$ cat src/include/pie_pkg.sv
// constants, field layouts, register map and state type of the interrupt and event transfer controller
// assumes a single system clock; nothing else
package pie_pkg;
  // node space: trap 16 .. trap 67
  localparam int FIRST_TRAP = 16;
  localparam int LAST_TRAP = 67;
  localparam int NODES = LAST_TRAP - FIRST_TRAP + 1;
  localparam int TRAP_W = 7;
  localparam int IDX_W = 6;
  localparam int LVL_W = 4;
  localparam int CHANS = 8;
  localparam int PTR_W = 16;
  localparam int SEG_W = 8;
  localparam int ADDR_W = 8;
  // trap groups
  localparam int TRAP_TIMER_LO = 32;
  localparam int TRAP_CAPT_LO = 38;
  localparam int TRAP_ADC_LO = 40;
  localparam int TRAP_CCU_LO = 48;
  localparam int TRAP_CAN_LO = 64;
  // shared capture nodes
  localparam int SHARED_A_LO = 18;
  localparam int SHARED_A_HI = 23;
  localparam int SHARED_B_LO = 28;
  localparam int SHARED_B_HI = 31;
  localparam int ALT_W = 10;
  // node control word
  localparam int CTL_W = 16;
  localparam int CTL_LVL_LSB = 0;
  localparam int CTL_XFER_BIT = 4;
  localparam int CTL_CH_LSB = 5;
  localparam int CTL_CH_W = 3;
  localparam int CTL_ALT_BIT = 8;
  localparam int CTL_IE_BIT = 14;
  localparam int CTL_IR_BIT = 15;
  localparam logic [CTL_W-1:0] CTL_MASK = 16'hc1ff;
  localparam logic [CTL_W-1:0] CTL_RST = 16'h0000;
  // channel control word
  localparam int CC_W = 12;
  localparam int CC_CNT_LSB = 0;
  localparam int CC_CNT_W = 8;
  localparam int CC_WORD_BIT = 8;
  localparam int CC_INCS_BIT = 9;
  localparam int CC_INCD_BIT = 10;
  localparam int CC_CONT_BIT = 11;
  // configuration word
  localparam int CFG_W = 3;
  localparam int CFG_VSC_LSB = 0;
  localparam int CFG_VSC_W = 2;
  localparam int CFG_JC_BIT = 2;
  localparam logic [CFG_W-1:0] CFG_RST = 3'h0;
  localparam int VEC_BASE_SHIFT = 2;
  // fast inputs: per pin [5:0] target node, [7:6] edge mode (bit6 rising, bit7 falling)
  localparam int FAST_PINS = 4;
  localparam int FAST_FLD_W = 8;
  localparam int FAST_MODE_LSB = 6;
  // response in cpu clocks
  localparam int RESP_JC_CLK = 7;
  localparam int RESP_NJC_CLK = 11;
  // word addresses
  localparam logic [ADDR_W-1:0] A_NODE0 = 8'h00;
  localparam logic [ADDR_W-1:0] A_SEG = 8'h40;
  localparam logic [ADDR_W-1:0] A_CFG = 8'h41;
  localparam logic [ADDR_W-1:0] A_FAST = 8'h42;
  localparam logic [ADDR_W-1:0] A_STAT = 8'h43;
  localparam logic [ADDR_W-1:0] A_CH0 = 8'h48;
  localparam int CH_STRIDE = 3;
  typedef enum logic [1:0] {ST_IDLE, ST_RESP, ST_OFFER, ST_XFER} pie_state_t;
endpackage

$ cat src/design/pie_arb.sv
// priority selector over pending nodes
// assumes all inputs come from logic on the same clock
`timescale 1ns/1ps
module pie_arb #(
  parameter int N = 52,
  parameter int LW = 4,
  parameter int IW = 6
) (
  input wire logic [N-1:0] i_pend,
  input wire logic [N-1:0][LW-1:0] i_lvl,
  output logic o_valid,
  output logic [IW-1:0] o_idx,
  output logic [LW-1:0] o_lvl
);
  if (N < 1 || N > (1 << IW)) begin : g_chk
    $error("pie_arb: node count does not fit index width");
  end
  // highest level wins, equal levels go to the lowest node
  always_comb begin
    o_valid = 1'b0;
    o_idx = '0;
    o_lvl = '0;
    for (int i = 0; i < N; i++) begin
      if (i_pend[i] && (!o_valid || i_lvl[i] > o_lvl)) begin
        o_valid = 1'b1;
        o_idx = IW'(i);
        o_lvl = i_lvl[i];
      end
    end
  end
endmodule

$ cat src/design/pie_edge.sv
// fast external inputs: two-stage synchroniser and programmable edge detect
// assumes pins are asynchronous to i_sys_clk
`timescale 1ns/1ps
module pie_edge #(
  parameter int W = 4
) (
  input wire logic i_sys_clk,
  input wire logic i_rst,
  input wire logic [W-1:0] i_pin,
  input wire logic [2*W-1:0] i_mode,
  output logic [W-1:0] o_edge
);
  typedef struct packed {
    logic [W-1:0] s1;
    logic [W-1:0] s2;
    logic [W-1:0] s3;
  } pie_edge_st_t;
  pie_edge_st_t st_r;
  pie_edge_st_t st_nxt;
  always_comb begin
    st_nxt.s1 = i_pin;
    st_nxt.s2 = st_r.s1;
    st_nxt.s3 = st_r.s2;
  end
  always_ff @(posedge i_sys_clk or posedge i_rst) begin
    if (i_rst) begin
      st_r <= '0;
    end else begin
      st_r <= st_nxt;
    end
  end
  // mode bit 0 rising, bit 1 falling, both set for either edge
  for (genvar g = 0; g < W; g++) begin : g_pin
    assign o_edge[g] = (i_mode[2*g] & st_r.s2[g] & ~st_r.s3[g]) |
                       (i_mode[2*g+1] & ~st_r.s2[g] & st_r.s3[g]);
  end
endmodule

$ cat src/design/pie_top.sv
// prioritized interrupt controller with eight-channel event transfer unit, avalon-mm register slave
// assumes peripheral and alternate requests are one-cycle pulses on i_sys_clk; cpu acks on the same clock
//
// Operation
// - request offered 7 or 11 clocks after flag
// - each node picks vectored or transfer service
// - vectored branches; transfer steals one cpu cycle
// - move byte or word, bump pointers
// - counter decrements per transfer except continuous mode
// - outside continuous mode, zero counter raises vectored interrupt instead
// - eight channels with own pointers, counter
// - node control: request, enable, priority
// - sixteen priority levels per node
// - only strictly higher level preempts cpu
// - each node owns its vector location
// - fast inputs: rising, falling or both edges
// - software trap number vectors to its location
// - software write sets request like hardware
// - vector offset is trap number times four, shifted left by the spacing field (times 4 to 32)
// - shared capture nodes take alternate request source
// - trap numbers grouped per peripheral block
// - vector segment register and spacing field
// - unlisted vectors never targeted by hardware
`timescale 1ns/1ps
module pie_top #(
  parameter int CHANS = pie_pkg::CHANS
) (
  input wire logic i_sys_clk,
  input wire logic i_rst,
  input wire logic [pie_pkg::ADDR_W-1:0] i_avs_address,
  input wire logic i_avs_read,
  input wire logic i_avs_write,
  input wire logic [31:0] i_avs_writedata,
  output logic [31:0] o_avs_readdata,
  output logic o_avs_waitrequest,
  input wire logic [pie_pkg::NODES-1:0] i_hw_req,
  input wire logic [pie_pkg::ALT_W-1:0] i_alt_req,
  input wire logic [pie_pkg::FAST_PINS-1:0] i_fast_pin,
  input wire logic [pie_pkg::LVL_W-1:0] i_cpu_level,
  input wire logic i_irq_ack,
  input wire logic i_trap_valid,
  input wire logic [pie_pkg::TRAP_W-1:0] i_trap_num,
  output logic o_irq_req,
  output logic [pie_pkg::TRAP_W-1:0] o_irq_trap,
  output logic [pie_pkg::LVL_W-1:0] o_irq_level,
  output logic [23:0] o_irq_vector,
  output logic o_sw_vec_valid,
  output logic [23:0] o_sw_vector,
  output logic o_xfer_valid,
  output logic [pie_pkg::PTR_W-1:0] o_xfer_src,
  output logic [pie_pkg::PTR_W-1:0] o_xfer_dst,
  output logic o_xfer_word,
  output logic o_cpu_stall
);
  localparam int N = pie_pkg::NODES;
  localparam int PW = pie_pkg::PTR_W;
  localparam int LW = pie_pkg::LVL_W;
  localparam int IW = pie_pkg::IDX_W;
  localparam int TW = pie_pkg::TRAP_W;

  if (CHANS < 1 || CHANS > (1 << pie_pkg::CTL_CH_W)) begin : g_chk
    $error("pie_top: channel count out of range");
  end

  typedef struct packed {
    logic [N-1:0][pie_pkg::CTL_W-1:0] ctl;
    logic [CHANS-1:0][PW-1:0] src;
    logic [CHANS-1:0][PW-1:0] dst;
    logic [CHANS-1:0][pie_pkg::CC_W-1:0] cc;
    logic [pie_pkg::SEG_W-1:0] seg;
    logic [pie_pkg::CFG_W-1:0] cfg;
    logic [pie_pkg::FAST_PINS*pie_pkg::FAST_FLD_W-1:0] fast;
    pie_pkg::pie_state_t st;
    logic [3:0] cnt;
    logic [IW-1:0] win;
    logic waitreq;
    logic [31:0] rdata;
    logic irq_req;
    logic [TW-1:0] trap;
    logic [LW-1:0] level;
    logic [23:0] vector;
    logic swv;
    logic [23:0] swvec;
    logic xv;
    logic [PW-1:0] xs;
    logic [PW-1:0] xd;
    logic xw;
    logic stall;
  } pie_top_st_t;

  pie_top_st_t r;
  pie_top_st_t n;

  logic [N-1:0] pend;
  logic [N-1:0][LW-1:0] lvls;
  logic [N-1:0] node_set;
  logic [N-1:0] fast_hit;
  logic [pie_pkg::FAST_PINS-1:0] fast_edge;
  logic [2*pie_pkg::FAST_PINS-1:0] fast_mode;
  logic win_v;
  logic [IW-1:0] win_idx;
  logic [LW-1:0] win_lvl;
  logic [31:0] rd;

  function automatic logic [15:0] vec_ofs(input logic [TW-1:0] trap, input logic [1:0] vsc);
    vec_ofs = {9'h000, trap} << (pie_pkg::VEC_BASE_SHIFT + int'(vsc));
  endfunction

  function automatic logic is_shared(input int t);
    is_shared = (t >= pie_pkg::SHARED_A_LO && t <= pie_pkg::SHARED_A_HI) ||
                (t >= pie_pkg::SHARED_B_LO && t <= pie_pkg::SHARED_B_HI);
  endfunction

  function automatic int alt_bit(input int t);
    alt_bit = (t <= pie_pkg::SHARED_A_HI) ? t - pie_pkg::SHARED_A_LO :
              t - pie_pkg::SHARED_B_LO + (pie_pkg::SHARED_A_HI - pie_pkg::SHARED_A_LO + 1);
  endfunction

  // per node: request source select, pending qualification
  // i_hw_req bit g is trap FIRST_TRAP+g, so the trap groups follow the bit order
  for (genvar g = 0; g < N; g++) begin : g_node
    localparam int T = pie_pkg::FIRST_TRAP + g;
    logic hw_src;
    if (is_shared(T)) begin : g_sh
      assign hw_src = r.ctl[g][pie_pkg::CTL_ALT_BIT] ? i_alt_req[alt_bit(T)] : i_hw_req[g];
    end else begin : g_pl
      assign hw_src = i_hw_req[g];
    end
    assign node_set[g] = hw_src | fast_hit[g];
    assign lvls[g] = r.ctl[g][pie_pkg::CTL_LVL_LSB +: LW];
    assign pend[g] = r.ctl[g][pie_pkg::CTL_IR_BIT] & r.ctl[g][pie_pkg::CTL_IE_BIT] &
                     (lvls[g] > i_cpu_level);
  end

  always_comb begin
    fast_hit = '0;
    for (int p = 0; p < pie_pkg::FAST_PINS; p++) begin
      fast_mode[2*p +: 2] = r.fast[p*pie_pkg::FAST_FLD_W + pie_pkg::FAST_MODE_LSB +: 2];
      if (r.fast[p*pie_pkg::FAST_FLD_W +: IW] < IW'(N)) begin
        fast_hit[r.fast[p*pie_pkg::FAST_FLD_W +: IW]] = fast_hit[r.fast[p*pie_pkg::FAST_FLD_W +: IW]] |
                                                         fast_edge[p];
      end
    end
  end

  pie_edge #(.W(pie_pkg::FAST_PINS)) u_edge (
    .i_sys_clk(i_sys_clk),
    .i_rst(i_rst),
    .i_pin(i_fast_pin),
    .i_mode(fast_mode),
    .o_edge(fast_edge)
  );

  pie_arb #(.N(N), .LW(LW), .IW(IW)) u_arb (
    .i_pend(pend),
    .i_lvl(lvls),
    .o_valid(win_v),
    .o_idx(win_idx),
    .o_lvl(win_lvl)
  );

  // register read mux
  always_comb begin
    logic [7:0] ofs;
    ofs = i_avs_address - pie_pkg::A_CH0;
    rd = '0;
    if (i_avs_address < 8'(N)) begin
      rd = {16'h0000, r.ctl[i_avs_address[IW-1:0]] & pie_pkg::CTL_MASK};
    end else if (i_avs_address == pie_pkg::A_SEG) begin
      rd = 32'(r.seg);
    end else if (i_avs_address == pie_pkg::A_CFG) begin
      rd = 32'(r.cfg);
    end else if (i_avs_address == pie_pkg::A_FAST) begin
      rd = r.fast;
    end else if (i_avs_address == pie_pkg::A_STAT) begin
      rd = 32'({win_v, r.win, r.cnt, r.st});
    end else if (i_avs_address >= pie_pkg::A_CH0 && ofs < 8'(pie_pkg::CH_STRIDE * CHANS)) begin
      case (ofs % 8'(pie_pkg::CH_STRIDE))
        8'h00: rd = 32'(r.src[ofs / 8'(pie_pkg::CH_STRIDE)]);
        8'h01: rd = 32'(r.dst[ofs / 8'(pie_pkg::CH_STRIDE)]);
        default: rd = 32'(r.cc[ofs / 8'(pie_pkg::CH_STRIDE)]);
      endcase
    end
  end

  always_comb begin
    logic [7:0] ofs;
    logic [N-1:0] clr;
    logic [pie_pkg::CTL_CH_W-1:0] ch;
    logic [pie_pkg::CC_CNT_W-1:0] tcnt;
    logic [PW-1:0] step;
    ofs = i_avs_address - pie_pkg::A_CH0;
    clr = '0;
    ch = '0;
    tcnt = '0;
    step = '0;
    n = r;
    n.swv = 1'b0;
    n.xv = 1'b0;
    n.stall = 1'b0;
    // avalon slave: one wait cycle, then answer
    n.waitreq = 1'b1;
    if ((i_avs_read || i_avs_write) && r.waitreq) begin
      n.waitreq = 1'b0;
      n.rdata = rd;
    end
    if (i_avs_write && !r.waitreq) begin
      if (i_avs_address < 8'(N)) begin
        n.ctl[i_avs_address[IW-1:0]] = i_avs_writedata[15:0] & pie_pkg::CTL_MASK;
      end else if (i_avs_address == pie_pkg::A_SEG) begin
        n.seg = i_avs_writedata[pie_pkg::SEG_W-1:0];
      end else if (i_avs_address == pie_pkg::A_CFG) begin
        n.cfg = i_avs_writedata[pie_pkg::CFG_W-1:0];
      end else if (i_avs_address == pie_pkg::A_FAST) begin
        n.fast = i_avs_writedata;
      end else if (i_avs_address >= pie_pkg::A_CH0 && ofs < 8'(pie_pkg::CH_STRIDE * CHANS)) begin
        case (ofs % 8'(pie_pkg::CH_STRIDE))
          8'h00: n.src[ofs / 8'(pie_pkg::CH_STRIDE)] = i_avs_writedata[PW-1:0];
          8'h01: n.dst[ofs / 8'(pie_pkg::CH_STRIDE)] = i_avs_writedata[PW-1:0];
          default: n.cc[ofs / 8'(pie_pkg::CH_STRIDE)] = i_avs_writedata[pie_pkg::CC_W-1:0];
        endcase
      end
    end
    // software trap
    if (i_trap_valid) begin
      n.swv = 1'b1;
      n.swvec = {r.seg, vec_ofs(i_trap_num, r.cfg[pie_pkg::CFG_VSC_LSB +: pie_pkg::CFG_VSC_W])};
    end
    // service sequencer
    case (r.st)
      pie_pkg::ST_IDLE: begin
        if (win_v) begin
          n.win = win_idx;
          ch = r.ctl[win_idx][pie_pkg::CTL_CH_LSB +: pie_pkg::CTL_CH_W];
          tcnt = r.cc[ch][pie_pkg::CC_CNT_LSB +: pie_pkg::CC_CNT_W];
          step = r.cc[ch][pie_pkg::CC_WORD_BIT] ? 16'h0002 : 16'h0001;
          if (r.ctl[win_idx][pie_pkg::CTL_XFER_BIT] && 32'(ch) < CHANS &&
              (tcnt != '0 || r.cc[ch][pie_pkg::CC_CONT_BIT])) begin
            n.st = pie_pkg::ST_XFER;
            n.xv = 1'b1;
            n.stall = 1'b1;
            n.xs = r.src[ch];
            n.xd = r.dst[ch];
            n.xw = r.cc[ch][pie_pkg::CC_WORD_BIT];
            if (r.cc[ch][pie_pkg::CC_INCS_BIT]) begin
              n.src[ch] = r.src[ch] + step;
            end
            if (r.cc[ch][pie_pkg::CC_INCD_BIT]) begin
              n.dst[ch] = r.dst[ch] + step;
            end
            if (!r.cc[ch][pie_pkg::CC_CONT_BIT]) begin
              n.cc[ch][pie_pkg::CC_CNT_LSB +: pie_pkg::CC_CNT_W] = tcnt - 8'h01;
            end
            clr[win_idx] = 1'b1;
          end else begin
            // vectored service, also taken when the channel counter is exhausted
            n.st = pie_pkg::ST_RESP;
            n.cnt = r.cfg[pie_pkg::CFG_JC_BIT] ? 4'(pie_pkg::RESP_JC_CLK - 2) :
                    4'(pie_pkg::RESP_NJC_CLK - 2);
            n.level = win_lvl;
            n.trap = TW'(pie_pkg::FIRST_TRAP) + TW'(win_idx);
            n.vector = {r.seg, vec_ofs(TW'(pie_pkg::FIRST_TRAP) + TW'(win_idx),
                                       r.cfg[pie_pkg::CFG_VSC_LSB +: pie_pkg::CFG_VSC_W])};
          end
        end
      end
      pie_pkg::ST_RESP: begin
        if (r.cnt == 4'h0) begin
          n.st = pie_pkg::ST_OFFER;
          n.irq_req = 1'b1;
        end else begin
          n.cnt = r.cnt - 4'h1;
        end
      end
      pie_pkg::ST_OFFER: begin
        if (i_irq_ack) begin
          n.irq_req = 1'b0;
          clr[r.win] = 1'b1;
          n.st = pie_pkg::ST_IDLE;
        end
      end
      pie_pkg::ST_XFER: begin
        n.st = pie_pkg::ST_IDLE;
      end
      default: begin
        n.st = pie_pkg::ST_IDLE;
      end
    endcase
    // request flags: service clears, a new event in the same cycle wins
    for (int i = 0; i < N; i++) begin
      n.ctl[i][pie_pkg::CTL_IR_BIT] = (n.ctl[i][pie_pkg::CTL_IR_BIT] & ~clr[i]) | node_set[i];
    end
  end

  always_ff @(posedge i_sys_clk or posedge i_rst) begin
    if (i_rst) begin
      r <= '0;
      r.waitreq <= 1'b1;
      r.cfg <= pie_pkg::CFG_RST;
      r.st <= pie_pkg::ST_IDLE;
    end else begin
      r <= n;
    end
  end

  assign o_avs_readdata = r.rdata;
  assign o_avs_waitrequest = r.waitreq;
  assign o_irq_req = r.irq_req;
  assign o_irq_trap = r.trap;
  assign o_irq_level = r.level;
  assign o_irq_vector = r.vector;
  assign o_sw_vec_valid = r.swv;
  assign o_sw_vector = r.swvec;
  assign o_xfer_valid = r.xv;
  assign o_xfer_src = r.xs;
  assign o_xfer_dst = r.xd;
  assign o_xfer_word = r.xw;
  assign o_cpu_stall = r.stall;
endmodule

$ cat config.mk
export PLATFORM = sky130hd
export DESIGN_NAME = pie_top
export DESIGN_NICKNAME = d
export VERILOG_FILES = /design/src/include/pie_pkg.sv /design/src/design/pie_arb.sv /design/src/design/pie_edge.sv /design/src/design/pie_top.sv
export SDC_FILE = /design/constraint.sdc
export NUM_CORES = 2
export LEC_CHECK = 0
export BUFFER_PORTS_ARGS = -buffer_cell sky130_fd_sc_hd__buf_2
export CORE_ASPECT_RATIO = 2
export CORE_MARGIN = 5
export CORE_UTILIZATION = 50
export DETAILED_ROUTE_END_ITERATION = 6
export GPL_TIMING_DRIVEN = 1
export MAX_ROUTING_LAYER = met4
export PLACE_DENSITY = 0.7
export SLEW_MARGIN = 20
export SYNTH_ARGS = -nofsm -noshare
export SYNTH_HDL_FRONTEND = slang
export SYNTH_HIERARCHICAL = 1
export SYNTH_SLANG_ARGS = --single-unit
export TNS_END_PERCENT = 5
$ cat constraint.sdc
create_clock -name i_sys_clk -period 81.4 [get_ports i_sys_clk]
set_input_delay 8.14 -clock i_sys_clk [delete_from_list [all_inputs] [get_ports i_sys_clk]]
set_output_delay 8.14 -clock i_sys_clk [all_outputs]
set_load 0.01 [all_outputs]
# Word level (Yosys, flattened, before mapping)
# Memory sizes are Yosys's and may differ from the RTL's.
# Index checks and enable logic that the tools add are counted.
dict set report op_classes {
  shift 2
  reduce_logical 186
  bitwise 349
  eq_ne 13
  add_sub_neg 7
  muxes 274
  div 2
  magnitude_cmp 128
}
# cell n
set op_table {}
lappend op_table {{2-to-1 mux 352 bit} 7}
lappend op_table {{2-to-1 mux 1227 bit} 1}
lappend op_table {{bitwise mux 832 bit} 1}
lappend op_table {{2-to-1 mux 832 bit} 1}
lappend op_table {{bitwise mux 128 bit} 4}
lappend op_table {{2-to-1 mux 128 bit} 4}
lappend op_table {{> comparator 4 bit} 103}
lappend op_table {{2-to-1 mux 395 bit} 1}
lappend op_table {{2-to-1 mux 52 bit} 7}
lappend op_table {{2-to-1 mux 4 bit} 63}
lappend op_table {{binary-select mux 16 bit (select 3 bit)} 4}
lappend op_table {{binary-select mux 16 bit (select 6 bit)} 2}
lappend op_table {{bitwise mux 96 bit} 2}
lappend op_table {{2-to-1 mux 32 bit} 6}
lappend op_table {{2-to-1 mux 96 bit} 2}
lappend op_table {{bitwise AND 1 bit} 172}
lappend op_table {{2-to-1 mux 16 bit} 10}
lappend op_table {{bitwise mux 52 bit} 3}
lappend op_table {{2-to-1 mux 35 bit} 4}
lappend op_table {{2-to-1 mux 6 bit} 20}
lappend op_table {{OR 1 bit} 112}
lappend op_table {{one-hot mux 52 bit (2 select lines)} 1}
lappend op_table {{demux 16 bit (select 3 bit)} 2}
lappend op_table {{demux 16 bit (select 6 bit)} 1}
lappend op_table {{56 further kinds} 428}
dict set report totals {
  inputBits 123
  mem_bits_ro 64
  out_inout_bits 129
  wordCells 1112
  regBits 1380
  n_memories 1
}
# name words width rd rd_ports_with_merged_regs wr line_no
set mem_list {}
lappend mem_list {{(name not given)} 64 1 1 0 0 pie_top.sv:140} ;# fast_hit[r.fast[p*pie_pkg::FAST_FLD_W +: IW]] = fast_hit[r.fast[p*pie_pkg::FAST_FLD_W +: IW]] |

# Logic depth before layout (Yosys ltp)
dict set report logic_depth {
  depth_word 220
  ltp_mapped 497
  mapped_depth_nobuf 471
}

# By module
# Netlist, hierarchy kept.
# mod n_inst cells_per_inst area_per_inst_um2 seq_area_each_um2
set modules_own_cells {}
lappend modules_own_cells {pie_top 1 7169 70635.2 27602.7}
lappend modules_own_cells {pie_arb 1 1735 11638.7 0.0}
lappend modules_own_cells {pie_edge 1 25 359.1 300.3}

# Worst setup path before layout
# OpenSTA, ideal clock, no wires.
dict set report synth_timing {
  kind {input to register}
  start {in i_cpu_level[1] (netlist bit)}
  end {reg r[294] (netlist bit)}
  arrival_time_ps 91214
  n_path_buf 25
  required_ps 81258
  setup_ps 142
  setup_slack_ps -9956
  stages 457
  cell_sequence {inv_1 > ha_1 > nor2b_1 > o21ai_0 > nand2b_1 > a21oi_1 > nor2_1 > buf_6 > nand2_1 > ha_1 > nand2_1 > o21bai_1 > a21oi_2 > mux2_2 > ha_1 > nor2b_1 > o211ai_1 > a31o_2 > [421 not listed] > buf_4 > buf_2 > buf_2 > buf_2 > buf_2 > buf_1 > nand2_1 > nand2_1 > o221ai_1 > a21oi_1 > inv_1 > fa_1 > inv_1 > and3_1 > and3_1 > nor3b_2 > xor2_1 > o21ai_0}
}
# item line_no
set synth_lines {}
lappend synth_lines {{start: declaration} pie_top.sv:39} ;# input wire logic [pie_pkg::LVL_W-1:0] i_cpu_level,
lappend synth_lines {{end signal: assignment} pie_top.sv:302} ;# r <= n;
lappend synth_lines {{end: declaration} pie_top.sv:91} ;# pie_top_st_t r;

==> impl_metrics.tcl <==
set metrics [dict create \
    cts_buffers 104 \
    detail_route.drc_violations 9 \
    multi_input_logic_area_mm2 0.0548 \
    ant_nets 0 \
    vdd.ir_drop.worst_v 0.0000276 \
    synth_seq_cells 1115 \
    slowest_cell_on_the_critical_path "sky130_fd_sc_hd__mux4_2" \
    quantity_of_i_o_buffers_inserted_on_ports 247 \
    avgRoutedWirePerCell_um 35.5 \
    top_level_ports 252 \
    reg2reg_depth 458 \
    drtIter0Drc 10513 \
    setup_viol 450 \
    min_delay_worst_endpoint "u_edge/st_nxt[3]" \
    die_h_um 585 \
    worstReg2RegStart "lvls[1]" \
    initial_core_util_pct 50.2 \
    globalRouteOverflowTotal 0 \
    status "finished with violations" \
    hold-worst-slack_ns 0.345 \
    critPathArrivalTime_ns 87.29 \
    worst_r2r_endpoint "r[492]" \
    via_count_of_the_first_global_routing_pass 88074 \
    cellPowerDensity_mw_per_mm2 19.8 \
    yosys.area.top_type "sky130_fd_sc_hd__dfrtp_1" \
    final_common_cell "sky130_fd_sc_hd__buf_4" \
    route.vias.total 87674 \
    finalHoldViolCount 0 \
    grt_start_max_net_pins 170 \
    min_delay_path_depth 0 \
    yosys-top-cells-area "sky130_fd_sc_hd__dfrtp_1, sky130_fd_sc_hd__mux2_2, sky130_fd_sc_hd__mux2i_1" \
    worst_tran_pin_value_ns 1.38 \
    ff_latch_area_mm2 0.0279 \
    hold_class "reg -> reg" \
    routed_wirelength_um 441000 \
    clock-skew-final_ns 0.0982 \
    worst_hold_startpoint "u_edge/st_nxt[7]" \
    final.period_utilization_pct 106 \
    final_net_count 10626 \
    synth_top_area_share_pct 33.7 \
    maxCapViolCount 0 \
    synth-edff-count 0 \
    drtPass1Iterations 7 \
    clock_tree.buffer_depth 3 \
    worst_setup_path_start_kind "primary input" \
    clk-insertion-delay-late_ns 0.80 \
    layout.cells.most_common_list "sky130_fd_sc_hd__buf_4, sky130_fd_sc_hd__dfrtp_1, sky130_fd_sc_hd__nand2_1, sky130_fd_sc_hd__mux2_2, sky130_fd_sc_hd__mux2i_1" \
    setup.worst_path.class "in -> reg" \
    dp_worst_setup_slack_ns -6.38 \
    cts_tree "yes" \
    final_area_mm2 0.105 \
    critical_path_required_ns 82.05 \
    floorplan.core_area_mm2 0.165 \
    holdBufCountCts 0 \
    unrepaired_setup_endpoints_after_global_routing "true" \
    cell_area_after_synthesis_mm2 0.0826 \
    crit_path_frequent_cell "sky130_fd_sc_hd__ha_4" \
    drt-vias-per-instance 7.07 \
    final_core_utilization_pct 63.9 \
    ctsRootBufferMaster "sky130_fd_sc_hd__clkbuf_16" \
    synth-seq-area-share_pct 33.8 \
    synth.lib_cells_used.distinct 140 \
    fp.dieW_um 297 \
    rows 211 \
    syn_avg_cell_area_um2 9.25 \
    grt_first_pass_wirelength_um 621000 \
    area_growth_pct 27.3 \
    critPathCaptureType "flip-flop" \
    grt_util_all_layers_pct 49.9 \
    worst_slew_margin_rel_pct 7.92 \
    f_max_mhz 11.5 \
    dp_hpwl_um 313000 \
    nFillCells 13491 \
    ctsHtreeMaxLevel 3 \
    min_period_ns 86.64 \
    final_layout_size_suffix_gt1_share_pct 35.3 \
    yosys_warnings 6 \
    timing.reg2reg.setup_slack_ns 1.89 \
    placed_cell_area_mm2 0.0941 \
    violations_in_the_final_reports "DRC, setup timing" \
    antenna_violations_before_repair 71 \
    dominantRegCellSynth "sky130_fd_sc_hd__dfrtp_1" \
    clk_pin_slew_worst_paths_ns 0.07 \
    slew_violations 0 \
    gp_congestion 1.14 \
    setup_slack_ns -5.24 \
    asyncSetResetFlopFracSynth_pct 100 \
    floorplan.die_area_mm2 0.174 \
    synth_cells 8929 \
    numClockSinks 1115 \
    maximum_single_stage_delay_on_the_critical_path_ns 0.56 \
    path_max_fanout 9 \
    leakage_nw 47.9 \
]
## synth_stat cells, drive strengths merged, types with 18 or more instances
cell type,number
dfrtp,1114
nand2,851
mux2,785
mux2i,697
nor2,525
o21ai,507
a21oi,472
clkbuf,392
ha,384
buf,340
inv,292
nand3,278
a22oi,204
nor3,139
nor2b,138
nand4,137
a221oi,126
o22ai,113
a31oi,101
nand2b,101
o211ai,84
a211oi,65
and2,62
a22o,60
and3,58
a21o,55
a32oi,55
o21a,48
o221ai,39
o31ai,38
or3,37
a211o,35
nor3b,32
nor4,32
or2,29
a311oi,27
xor2,26
nand3b,24
a221o,23
o311ai,22
xnor2,21
o311a,20
a21boi,19
o32ai,19
or4,18
## kinds of logic after synthesis
| kind of cell | count (synthesis) | synth area share (%) |
|---|---|---|
| buf+inv | 1029 | 5.78 |
| fa+ha+maj | 388 | 5.89 |
| other cells | 1 | 0.00454 |
| flops | 1115 | 33.8 |
| compound gates | 2312 | 19.2 |
| xor+xnor | 47 | 0.544 |
| mux | 1496 | 19.6 |
| simple gates | 2541 | 15.3 |
## layout make-up
class / count / share of cell area (%)
inverter: 297 / 1.10
antenna: 67 / 0.159
clock inverter: 76 / 1.06
tap: 2130 / 2.53
timing repair buffer: 1808 / 13.9
multi-input combinational: 6791 / 52.1
clock buffer: 120 / 2.61
sequential: 1115 / 26.5
## sequential cells by signal (all words and copies together), names as in the netlist, 4 cells and up
register / cells
fast_mode: 8
lvls: 208
o_avs_readdata: 32
o_irq_level: 4
o_irq_trap: 7
o_irq_vector: 22
o_sw_vector: 22
o_xfer_dst: 16
o_xfer_src: 16
r: 763
u_edge/st_nxt: 8
u_edge/st_r: 4
## timing repair
action,4_1_cts,5_1_grt
gates cloned,12,3
setup buffers,291,119
setup endpoints to repair,450,450
resized for setup,455,245
pin swaps,230,262
## critical path, delay by kind of cell
family / cells / cell delay, ns
AOI/OAI and AO/OA: 212 / 35.81
and+or+nand+nor: 109 / 14.30
buffers and inverters: 59 / 7.36
adders and majority gates: 53 / 13.53
muxes: 28 / 7.93
## how the worst max path moves through the flow
stage | to | cells past startpoint | startpoint
2_1_floorplan | r[448] | 456 | i_cpu_level[1]
3_3_place_gp | r[310] | 446 | i_cpu_level[1]
3_5_place_dp | r[406] | 441 | i_cpu_level[1]
4_1_cts | r[498] | 451 | i_cpu_level[1]
5_1_grt | r[406] | 464 | i_cpu_level[1]
6_report | r[492] | 461 | i_cpu_level[1]
## per-stage QoR
step	setup TNS, ns	instances	power, mW
after floorplan	-1059.69	8932	1.01
after global placement	-1521.61	11721	1.34
after detailed placement	-2694.09	11723	1.35
after CTS	-1115.61	12215	2.01
after global routing	-3771.13	12394	2.13
final	-2230.34	12404	2.08
## per-layer routing
metal | track usage [%] | up-vias | part of all wire (%)
met5 | - | - | 0
met4 | 55.8 | 0 | 15
met3 | 15.1 | 3389 | 10
met2 | 77.7 | 6508 | 45
met1 | 46.1 | 42122 | 30
li1 | - | 35655 | -
## power by group
group          switching [mW]  total [mW]  internal, mW
Sequential             0.0428       0.632         0.590
Combinational           0.532       0.887         0.355
Clock                   0.257       0.562         0.306
Total                   0.832        2.08          1.25
(Power assumes the default switching activity.)
